$ cat config.mk
export PLATFORM = sky130hd
export DESIGN_NAME = mfc_classifier
export DESIGN_NICKNAME = d
export VERILOG_FILES = /design/src/design/mfc_pkg.sv /design/src/design/mfc_skid2.sv /design/src/design/mfc_sa_ram.sv /design/src/design/mfc_classifier.sv
export SDC_FILE = /design/constraint.sdc
export NUM_CORES = 2
export LEC_CHECK = 0
export ABC_AREA = 1
export BUFFER_PORTS_ARGS = -buffer_cell sky130_fd_sc_hd__buf_2
export CORE_MARGIN = 2
export CORE_UTILIZATION = 38
export DETAILED_ROUTE_END_ITERATION = 6
export HOLD_SLACK_MARGIN = 0.15
export SLEW_MARGIN = 10
export SYNTH_ARGS = -nofsm -noshare
export SYNTH_HDL_FRONTEND = slang
export SYNTH_SLANG_ARGS = --single-unit
$ cat constraint.sdc
create_clock -name clock -period 30.1 [get_ports clock]
set_input_delay 4.515 -clock clock [delete_from_list [all_inputs] [get_ports clock]]
set_output_delay 4.515 -clock clock [all_outputs]
set_load 0.01 [all_outputs]
$ cat src/design/mfc_pkg.sv
// shared constants and types of the frame-format classifier
package mfc_pkg;
	// header layout, byte offsets from the first byte of DA
	localparam logic [7:0] DA_BYTES = 8'h06;
	localparam logic [7:0] ADDR_LAST = 8'h0B;
	localparam logic [7:0] SECTAG_OFF_STD = 8'h0C;
	localparam logic [7:0] MPLS_HDR_END = 8'h0E;
	localparam logic [7:0] TAG_BYTES = 8'h04;
	localparam logic [7:0] LBL_BYTES = 8'h04;
	localparam logic [7:0] CNT_MAX = 8'hFF;
	// last sub-byte index inside each header element
	localparam logic [2:0] HALF_LAST = 3'h1;
	localparam logic [2:0] LBL_LAST = 3'h3;
	localparam logic [2:0] SEC_LAST = 3'h5;
	// tag counts allowed ahead of the SecTAG
	localparam logic [1:0] TAGS_NONE = 2'h0;
	localparam logic [1:0] TAGS_ONE = 2'h1;
	localparam logic [1:0] TAGS_TWO = 2'h2;
	// ethertypes
	localparam logic [15:0] ET_CTAG = 16'h8100;
	localparam logic [15:0] ET_STAG = 16'h88A8;
	localparam logic [15:0] ET_QINQ = 16'h9100;
	localparam logic [15:0] ET_MPLS = 16'h8847;
	localparam logic [15:0] ET_SECTAG = 16'h88E5;
	// field select bit positions
	localparam int F_DA = 0;
	localparam int F_SA = 1;
	localparam int F_TPID1 = 2;
	localparam int F_VID1 = 3;
	localparam int F_TPID2 = 4;
	localparam int F_VID2 = 5;
	localparam int F_ETYPE = 6;
	localparam int F_LBL1 = 7;
	localparam int F_LBL2 = 8;
	localparam int F_SECTAG = 9;
	localparam int FSEL_W = 10;
	localparam int SA_CFG_W = FSEL_W + 1;

	typedef enum logic {DIR_TX = 1'b0, DIR_RX = 1'b1} mfc_dir_t;
	typedef enum logic [1:0] {
		BYP_STD = 2'b00,
		BYP_TAG1 = 2'b01,
		BYP_TAG2 = 2'b10,
		BYP_MPLS = 2'b11
	} mfc_byp_t;
	typedef enum logic [2:0] {
		FMT_UNTAG = 3'b000,
		FMT_TAG1 = 3'b001,
		FMT_TAG2 = 3'b010,
		FMT_MPLS1 = 3'b011,
		FMT_MPLS2 = 3'b100
	} mfc_fmt_t;
	typedef struct packed {
		logic [7:0] data;
		logic sop;
		logic eop;
	} mfc_beat_t;
	typedef struct packed {
		logic key256;
		logic [FSEL_W-1:0] fsel;
	} mfc_sa_cfg_t;
	typedef struct packed {
		logic [47:0] da;
		logic [47:0] sa;
		logic [15:0] tpid1;
		logic [11:0] vid1;
		logic [15:0] tpid2;
		logic [11:0] vid2;
		logic [15:0] etype;
		logic [31:0] lbl1;
		logic [31:0] lbl2;
		logic [63:0] sectag;
	} mfc_key_t;
	typedef struct packed {
		mfc_key_t key;
		logic [FSEL_W-1:0] fields;
		mfc_fmt_t fmt;
		logic key256;
		logic [7:0] sectag_off;
		logic fmt_err;
	} mfc_res_t;
endpackage

$ cat src/design/mfc_skid2.sv
// two-entry buffer with valid/ready on both sides
`timescale 1ns/10ps
module mfc_skid2 #(
	parameter int W = 10
) (
	// clock and reset
	input wire logic clock,
	input wire logic rst,
	// fill side
	input wire logic [W-1:0] wr_data,
	input wire logic wr_valid,
	output logic wr_ready,
	// drain side
	output logic [W-1:0] rd_data,
	output logic rd_valid,
	input wire logic rd_ready
);
	logic [W-1:0] ent_reg [2];
	logic [W-1:0] ent_next [2];
	logic wp_reg, wp_next, rp_reg, rp_next;
	logic [1:0] cnt_reg, cnt_next;
	logic push, pop;

	assign wr_ready = (cnt_reg != 2'h2);
	assign rd_valid = (cnt_reg != 2'h0);
	assign rd_data = ent_reg[rp_reg];
	assign push = wr_valid & wr_ready;
	assign pop = rd_valid & rd_ready;

	always_comb begin
		ent_next = ent_reg;
		wp_next = wp_reg ^ push;
		rp_next = rp_reg ^ pop;
		cnt_next = cnt_reg + {1'b0, push} - {1'b0, pop};
		if (push) begin
			ent_next[wp_reg] = wr_data;
		end
	end

	always_ff @(posedge clock or posedge rst) begin
		if (rst) begin
			ent_reg[0] <= '0;
			ent_reg[1] <= '0;
			wp_reg <= 1'b0;
			rp_reg <= 1'b0;
			cnt_reg <= 2'h0;
		end else begin
			ent_reg <= ent_next;
			wp_reg <= wp_next;
			rp_reg <= rp_next;
			cnt_reg <= cnt_next;
		end
	end
endmodule

$ cat src/design/mfc_sa_ram.sv
// per-SA configuration memory, registered read
`timescale 1ns/10ps
module mfc_sa_ram #(
	parameter int W = 11,
	parameter int DEPTH = 64
) (
	// clock and reset
	input wire logic clock,
	input wire logic rst,
	// write port
	input wire logic we,
	input wire logic [$clog2(DEPTH)-1:0] waddr,
	input wire logic [W-1:0] wdata,
	// read port
	input wire logic [$clog2(DEPTH)-1:0] raddr,
	output logic [W-1:0] rdata
);
	logic [W-1:0] mem [DEPTH];

	always_ff @(posedge clock) begin
		if (we) begin
			mem[waddr] <= wdata;
		end
	end

	always_ff @(posedge clock or posedge rst) begin
		if (rst) begin
			rdata <= '0;
		end else begin
			rdata <= mem[raddr];
		end
	end
endmodule

$ cat src/design/mfc_classifier.sv
// frame-format detection and per-SA classification key extraction
`timescale 1ns/10ps
module mfc_classifier #(
	parameter int SA_NUM = 64
) (
	// clock and reset
	input wire logic clock,
	input wire logic rst,
	// mode, sampled at start of frame
	input wire mfc_pkg::mfc_dir_t cfg_dir,
	input wire mfc_pkg::mfc_byp_t cfg_byp,
	// per-SA table write
	input wire logic sa_wr,
	input wire logic [$clog2(SA_NUM)-1:0] sa_wr_idx,
	input wire mfc_pkg::mfc_sa_cfg_t sa_wr_cfg,
	// frame in
	input wire logic [$clog2(SA_NUM)-1:0] in_sa_idx,
	input wire mfc_pkg::mfc_beat_t in_beat,
	input wire logic in_valid,
	output logic in_ready,
	// frame out
	output mfc_pkg::mfc_beat_t out_beat,
	output logic out_valid,
	input wire logic out_ready,
	// classification result
	output mfc_pkg::mfc_res_t res,
	output logic res_valid
);
	import mfc_pkg::*;

	typedef enum logic [2:0] {
		ST_ADDR = 3'b000,
		ST_TYPE = 3'b001,
		ST_TAG = 3'b010,
		ST_LBL = 3'b011,
		ST_SEC = 3'b100,
		ST_DONE = 3'b101
	} mfc_st_t;

	localparam int IW = $clog2(SA_NUM);

	mfc_st_t st_reg, st_next;
	logic [2:0] sub_reg, sub_next;
	logic [7:0] cnt_reg, cnt_next;
	logic [1:0] ntag_reg, ntag_next;
	logic [1:0] nlbl_reg, nlbl_next;
	logic sec_reg, sec_next;
	logic [23:0] sh_reg, sh_next;
	mfc_key_t key_reg, key_next;
	mfc_dir_t dir_reg, dir_next;
	mfc_byp_t byp_reg, byp_next;
	logic [IW-1:0] sa_idx_reg, sa_idx_next;
	mfc_res_t res_reg, res_next;
	logic res_valid_reg, res_valid_next;

	logic beat;
	mfc_sa_cfg_t sa_cfg;
	logic [FSEL_W-1:0] avail;
	logic [FSEL_W-1:0] fields;
	logic [7:0] sec_off;
	mfc_fmt_t fmt;
	mfc_key_t key_masked;

	assign beat = in_valid & in_ready;
	assign res = res_reg;
	assign res_valid = res_valid_reg;

	// a stalled receiver backs up into the buffer and from there into in_ready
	mfc_skid2 #(
		.W($bits(mfc_beat_t))
	) u_buf (
		.clock(clock),
		.rst(rst),
		.wr_data(in_beat),
		.wr_valid(in_valid),
		.wr_ready(in_ready),
		.rd_data(out_beat),
		.rd_valid(out_valid),
		.rd_ready(out_ready)
	);

	mfc_sa_ram #(
		.W(SA_CFG_W),
		.DEPTH(SA_NUM)
	) u_sa (
		.clock(clock),
		.rst(rst),
		.we(sa_wr),
		.waddr(sa_wr_idx),
		.wdata(sa_wr_cfg),
		.raddr(sa_idx_reg),
		.rdata(sa_cfg)
	);

	function automatic logic is_vlan(input logic [15:0] t);
		return (t == ET_CTAG) || (t == ET_STAG) || (t == ET_QINQ);
	endfunction

	// how many tags may precede the SecTAG, or be parsed before the Etype
	function automatic logic [1:0] tag_limit(input mfc_dir_t d, input mfc_byp_t m);
		logic [1:0] lim;
		lim = TAGS_NONE;
		if (d == DIR_TX) begin
			lim = (m == BYP_MPLS) ? TAGS_NONE : TAGS_TWO;
		end else if (m == BYP_TAG1) begin
			lim = TAGS_ONE;
		end else if (m == BYP_TAG2) begin
			lim = TAGS_TWO;
		end
		return lim;
	endfunction

	// parser: one header byte per accepted beat
	always_comb begin
		mfc_st_t st_v;
		logic [7:0] cnt_v;
		logic [7:0] b;
		logic [15:0] t;
		logic fin;
		logic err;
		st_v = in_beat.sop ? ST_ADDR : st_reg;
		cnt_v = in_beat.sop ? 8'h00 : cnt_reg;
		b = in_beat.data;
		t = {sh_reg[7:0], b};
		fin = 1'b0;
		err = 1'b0;
		st_next = st_reg;
		sub_next = sub_reg;
		cnt_next = cnt_reg;
		ntag_next = ntag_reg;
		nlbl_next = nlbl_reg;
		sec_next = sec_reg;
		sh_next = sh_reg;
		key_next = key_reg;
		dir_next = dir_reg;
		byp_next = byp_reg;
		sa_idx_next = sa_idx_reg;
		res_next = res_reg;
		res_valid_next = 1'b0;
		if (beat) begin
			sh_next = {sh_reg[15:0], b};
			cnt_next = (cnt_v == CNT_MAX) ? cnt_v : cnt_v + 8'h01;
			if (in_beat.sop) begin
				key_next = '0;
				ntag_next = 2'h0;
				nlbl_next = 2'h0;
				sec_next = 1'b0;
				sub_next = 3'h0;
				dir_next = cfg_dir;
				byp_next = cfg_byp;
				sa_idx_next = in_sa_idx;
			end
			unique case (st_v)
				ST_ADDR: begin
					if (cnt_v < DA_BYTES) begin
						key_next.da = {key_next.da[39:0], b};
					end else begin
						key_next.sa = {key_next.sa[39:0], b};
					end
					if (cnt_v == ADDR_LAST) begin
						st_next = ST_TYPE;
						sub_next = 3'h0;
					end else begin
						st_next = ST_ADDR;
					end
				end
				ST_TYPE: begin
					if (sub_reg != HALF_LAST) begin
						sub_next = HALF_LAST;
					end else begin
						sub_next = 3'h0;
						if (is_vlan(t) && (ntag_reg < tag_limit(dir_next, byp_next))) begin
							if (ntag_reg == 2'h0) begin
								key_next.tpid1 = t;
							end else begin
								key_next.tpid2 = t;
							end
							st_next = ST_TAG;
						end else if ((t == ET_MPLS) && (nlbl_reg == 2'h0)
							&& ((dir_next == DIR_TX) || (byp_next == BYP_MPLS))) begin
							key_next.etype = t;
							st_next = ST_LBL;
						end else if ((t == ET_SECTAG) && (dir_next == DIR_RX)) begin
							key_next.sectag[63:48] = t;
							sec_next = 1'b1;
							st_next = ST_SEC;
						end else begin
							if (dir_next == DIR_TX) begin
								key_next.etype = t;
							end
							fin = 1'b1;
						end
					end
				end
				ST_TAG: begin
					if (sub_reg != HALF_LAST) begin
						sub_next = HALF_LAST;
					end else begin
						sub_next = 3'h0;
						if (ntag_reg == 2'h0) begin
							key_next.vid1 = t[11:0];
						end else begin
							key_next.vid2 = t[11:0];
						end
						ntag_next = ntag_reg + 2'h1;
						st_next = ST_TYPE;
					end
				end
				ST_LBL: begin
					if (sub_reg != LBL_LAST) begin
						sub_next = sub_reg + 3'h1;
					end else begin
						sub_next = 3'h0;
						if (nlbl_reg == 2'h0) begin
							key_next.lbl1 = {sh_reg, b};
						end else begin
							key_next.lbl2 = {sh_reg, b};
						end
						nlbl_next = nlbl_reg + 2'h1;
						// bottom of stack, or the deepest label we keep
						if (sh_reg[0] || (nlbl_reg == 2'h1)) begin
							if (dir_next == DIR_RX) begin
								st_next = ST_TYPE;
							end else begin
								fin = 1'b1;
							end
						end
					end
				end
				ST_SEC: begin
					key_next.sectag[47:0] = {key_next.sectag[39:0], b};
					if (sub_reg != SEC_LAST) begin
						sub_next = sub_reg + 3'h1;
					end else begin
						sub_next = 3'h0;
						fin = 1'b1;
					end
				end
				ST_DONE: begin
					st_next = ST_DONE;
				end
				default: begin
					st_next = ST_DONE;
				end
			endcase
			// a frame that ends inside its headers still reports, flagged
			if (in_beat.eop && (st_v != ST_DONE) && !fin) begin
				fin = 1'b1;
				err = 1'b1;
			end
			if (fin) begin
				st_next = ST_DONE;
				res_valid_next = 1'b1;
				res_next.key = key_masked;
				res_next.fields = fields;
				res_next.fmt = fmt;
				res_next.key256 = sa_cfg.key256;
				res_next.sectag_off = sec_off;
				res_next.fmt_err = err || ((dir_next == DIR_RX) && !sec_next);
			end
		end
	end

	// fields that the detected format can offer
	always_comb begin
		avail = '0;
		avail[F_DA] = 1'b1;
		avail[F_SA] = 1'b1;
		avail[F_TPID1] = (ntag_next != 2'h0);
		avail[F_VID1] = (ntag_next != 2'h0);
		avail[F_TPID2] = (ntag_next == TAGS_TWO);
		avail[F_VID2] = (ntag_next == TAGS_TWO);
		avail[F_LBL1] = (nlbl_next != 2'h0);
		avail[F_LBL2] = (nlbl_next == 2'h2);
		avail[F_ETYPE] = (dir_next == DIR_TX) || (nlbl_next != 2'h0);
		avail[F_SECTAG] = (dir_next == DIR_RX) && sec_next;
		fields = avail & sa_cfg.fsel;
	end

	// zero every field the SA did not select
	always_comb begin
		key_masked = key_next;
		key_masked.da = fields[F_DA] ? key_next.da : '0;
		key_masked.sa = fields[F_SA] ? key_next.sa : '0;
		key_masked.tpid1 = fields[F_TPID1] ? key_next.tpid1 : '0;
		key_masked.vid1 = fields[F_VID1] ? key_next.vid1 : '0;
		key_masked.tpid2 = fields[F_TPID2] ? key_next.tpid2 : '0;
		key_masked.vid2 = fields[F_VID2] ? key_next.vid2 : '0;
		key_masked.etype = fields[F_ETYPE] ? key_next.etype : '0;
		key_masked.lbl1 = fields[F_LBL1] ? key_next.lbl1 : '0;
		key_masked.lbl2 = fields[F_LBL2] ? key_next.lbl2 : '0;
		key_masked.sectag = fields[F_SECTAG] ? key_next.sectag : '0;
	end

	// format and SecTAG offset; everything ahead of the offset stays in clear
	always_comb begin
		if (nlbl_next == 2'h2) begin
			fmt = FMT_MPLS2;
		end else if (nlbl_next == 2'h1) begin
			fmt = FMT_MPLS1;
		end else if (ntag_next == TAGS_TWO) begin
			fmt = FMT_TAG2;
		end else if (ntag_next == TAGS_ONE) begin
			fmt = FMT_TAG1;
		end else begin
			fmt = FMT_UNTAG;
		end
		unique case (byp_next)
			BYP_STD: begin
				sec_off = SECTAG_OFF_STD;
			end
			BYP_TAG1: begin
				sec_off = (ntag_next != 2'h0) ? SECTAG_OFF_STD + TAG_BYTES
					: SECTAG_OFF_STD;
			end
			BYP_TAG2: begin
				sec_off = SECTAG_OFF_STD + TAG_BYTES * {6'h00, ntag_next};
			end
			BYP_MPLS: begin
				sec_off = (nlbl_next != 2'h0) ? MPLS_HDR_END + LBL_BYTES * {6'h00, nlbl_next}
					: SECTAG_OFF_STD;
			end
		endcase
	end

	always_ff @(posedge clock or posedge rst) begin
		if (rst) begin
			st_reg <= ST_DONE;
			sub_reg <= 3'h0;
			cnt_reg <= 8'h00;
			ntag_reg <= 2'h0;
			nlbl_reg <= 2'h0;
			sec_reg <= 1'b0;
			sh_reg <= '0;
			key_reg <= '0;
			dir_reg <= DIR_TX;
			byp_reg <= BYP_STD;
			sa_idx_reg <= '0;
			res_reg <= '0;
			res_valid_reg <= 1'b0;
		end else begin
			st_reg <= st_next;
			sub_reg <= sub_next;
			cnt_reg <= cnt_next;
			ntag_reg <= ntag_next;
			nlbl_reg <= nlbl_next;
			sec_reg <= sec_next;
			sh_reg <= sh_next;
			key_reg <= key_next;
			dir_reg <= dir_next;
			byp_reg <= byp_next;
			sa_idx_reg <= sa_idx_next;
			res_reg <= res_next;
			res_valid_reg <= res_valid_next;
		end
	end
endmodule

==> impl_metrics.toml <==
[outcome]
status = "complete, no violations"

[sta]
fin_hold_ws_ns = 0.471
grt_setup_unrepaired = "no"
tightest_slew_ns = 1.21
maxSlewHeadroom = 0.188
maxSlewViolCount = 0
finalHoldViolCount = 0
period_minus_slack_ns = 8.85
clock_skew_ns = 0.0419
post-route-period-util = 0.294
fmax_mhz = 113
setup_viol = 0
fin_setup_tns_ns = 0

[pwr]
p_per_area_nw_per_um2 = 86.5
irDropWorstVdd_uv = 55.1
power.leakage_nw = 28.3

[cts]
cts-root-buf = "clkbuf_16"
clkTransAtPathRegs_ns = 0.06
cts_max_path_buffers = 3
h-tree-depth = 4
cts_tree = "built"
holdBufCountCts = 0
cts.sinks = 1403
post_cts_resized = 0
insertion_delay_ns = 0.80
post-cts-setup-buffers = 0
cts_buffers = 153

[detailed_routing]
wl_per_cell_um = 21.2
via_per_inst = 5.28
drc_errors = 0
drt_wl_total_mm = 168
detail_route.iter0.violations = 3646
vias = 41900
dr.pass1.iters = 6
postRouteAntennaNets = 0

[grt]
grt_max_degree = 169
grt_pass1_wl_mm = 253
overflow = 0
grt_pass1_vias = 39800
antenna_found_initial = 14
grtUsageTotal = 0.212

[critical_path]
worstSetupPathType = "in -> reg"
crit_end = "res[3]"
critPathCaptureType = "flop"
r2r_slack_ns = 25.44
cp-start-kind = "primary input"
rr_worst_depth = 11
r2r-start = "sa_idx_reg[0]"
cp_max_fo = 104
startpoint = "in_beat[1]"
reg2reg_to = "u_sa.rdata[2]"
arrival_ns = 9.55
cp.required_ns = 30.80

[synth]
ys_types = 43
syn_area_um2 = 57700
ys_seq_elements = 1403
synthCells = 5550
ys_warn_count = 0
synth.avg_cell_area_um2 = 10.4
yosysSeqAreaShare = 0.670

[placed_design]
place.detailed.hpwl_mm = 103
routabilityCongestion = 0.917
portBuffers = 368

[floorplan]
core_area_um2 = 150000
start_util = 0.384
io_pins = 373
die_h_um = 394
rows = 142
die_width_um = 394
die_area_um2 = 155000

[cells_and_area]
final_nets = 5849
drive_gt1_frac = 0.120
largest_reg_flops = 704
syn_to_final_growth_pct = 14.4

[min_path]
hold_class = "reg -> reg"
hold_depth = 2

[flow_run]
drv_cap = 0
==> area by class of cell <==
cell class	instances	area [um2]
multi-input cells	3481	16200
flip-flops and latches	1403	38600
diodes	2	5.00
repair buffers	441	2420
fillers	14200	84300
well taps	2016	2520
inverters	307	1180
clock buffers	210	4220
clock inverters	70	747
==> worst max-delay path, cell delays in order <==
cell and delay, ns:
buf_4 0.32, inv_4 0.30, buf_4 0.80, nand2_2 0.21
o21ai_2 0.16, inv_1 0.06, nand2_1 0.27, o21ai_0 0.13
inv_1 0.10, nand3_2 0.15, nand2_8 0.46, buf_4 0.74
buf_4 0.81, inv_1 0.17, nand2_1 0.11, nand2_1 0.05
==> worst min path at each step <==
stage                    from       end  slack [ns]
2_1_floorplan  u_sa.rdata[10]    res[9]        0.42
3_3_place_gp         res[194]  res[194]        0.46
3_5_place_dp          res[63]   res[63]        0.46
4_1_cts              res[228]  res[228]        0.48
5_1_grt              res[167]  res[167]        0.49
6_report              res[63]   res[63]        0.47
==> synth_stat cells <==
| cell | number | share of area |
|---|---|---|
| nor2_8 | 1 | 0.00035 |
| o21a_1 | 1 | 0.00013 |
| o21ai_2 | 3 | 0.00046 |
| nand4_2 | 1 | 0.00022 |
| o211a_1 | 1 | 0.00017 |
| buf_4 | 13 | 0.0017 |
| o22ai_1 | 122 | 0.013 |
| o211ai_1 | 117 | 0.015 |
| inv_1 | 300 | 0.020 |
| inv_2 | 5 | 0.00033 |
| inv_4 | 1 | 0.00011 |
| nor2_2 | 4 | 0.00043 |
| nor2_1 | 663 | 0.043 |
| a31oi_1 | 13 | 0.0014 |
| xor2_1 | 3 | 0.00046 |
| buf_2 | 70 | 0.0061 |
| clkinv_1 | 1 | 0.000065 |
| nand3b_1 | 1 | 0.00013 |
| xnor2_1 | 6 | 0.00091 |
| a22oi_1 | 2 | 0.00026 |
| nand4_1 | 36 | 0.0039 |
| o2bb2ai_1 | 2 | 0.00030 |
| nand3_2 | 4 | 0.00069 |
| ha_1 | 21 | 0.0046 |
| clkbuf_1 | 225 | 0.015 |
| nand2_2 | 4 | 0.00043 |
| conb_1 | 1 | 0.000065 |
| buf_6 | 27 | 0.0053 |
| a211oi_1 | 8 | 0.0010 |
| o221ai_1 | 106 | 0.016 |
| nand3_1 | 249 | 0.022 |
| buf_8 | 2 | 0.00052 |
| buf_1 | 25 | 0.0016 |
| dfrtp_1 | 697 | 0.30 |
| nand2_1 | 1323 | 0.086 |
| dfstp_2 | 2 | 0.00091 |
| nor3_1 | 23 | 0.0020 |
| nor2_4 | 6 | 0.0012 |
| edfxtp_1 | 704 | 0.37 |
| o21ai_1 | 14 | 0.0012 |
| a21oi_1 | 129 | 0.011 |
| or2_2 | 1 | 0.00011 |
| o21ai_0 | 613 | 0.053 |
==> report_power, final <==
part	switching, mW	internal [mW]
Combinational	1.08	0.407
Sequential	0.135	2.22
Clock	0.806	1.06
Total	2.02	3.69
==> layer usage <==
metal  GRT usage  up-vias  wire, um
li1            -    19500         -
met1       0.293    20500     71600
met2       0.321     1591     75800
met3      0.0539      328     14200
met4      0.0774       22      6170
met5           0        -       142
==> kinds of logic (layout without fill, tap and decap cells) <==
group | count (synthesis) | after routing | synth area share
simple gates | 2316 | 2316 | 0.160
flops | 1403 | 1403 | 0.670
xor+xnor | 9 | 9 | 0.00137
other cells | 1 | 6 | 0.0000650
buf+inv | 669 | 1028 | 0.0499
compound gates | 1131 | 1131 | 0.114
fa+ha+maj | 21 | 21 | 0.00456
==> cells in the final DEF, fill, tap and decap left out, types with 7 or more instances in the layout <==
| master | count |
|---|---|
| a211oi_1 | 8 |
| a21oi_1 | 129 |
| a31oi_1 | 13 |
| buf_2 | 367 |
| buf_4 | 72 |
| bufinv_16 | 7 |
| clkbuf_1 | 39 |
| clkbuf_16 | 153 |
| clkbuf_8 | 18 |
| clkinv_1 | 18 |
| clkinv_2 | 21 |
| dfrtp_1 | 694 |
| edfxtp_1 | 704 |
| ha_1 | 21 |
| inv_1 | 296 |
| inv_16 | 9 |
| nand2_1 | 1320 |
| nand3_1 | 249 |
| nand4_1 | 36 |
| nor2_1 | 659 |
| nor2_4 | 8 |
| nor3_1 | 23 |
| o211ai_1 | 117 |
| o21ai_0 | 613 |
| o21ai_1 | 14 |
| o221ai_1 | 106 |
| o22ai_1 | 122 |
==> stage by stage <==
step	power [mW]	setup slack (ns)	instance area (um2)	std cells	util
3_3_place_gp	3.85	20.47	61000	7648	0.406
2_1_floorplan	3.34	5.99	57700	5553	-
4_1_cts	5.74	21.26	66000	7928	0.439
5_1_grt	6.00	20.77	66000	7928	0.439
3_5_place_dp	3.87	20.41	61000	7648	0.406
6_report	5.71	21.25	66000	7930	0.439
Power figures use the tool's default switching activity.
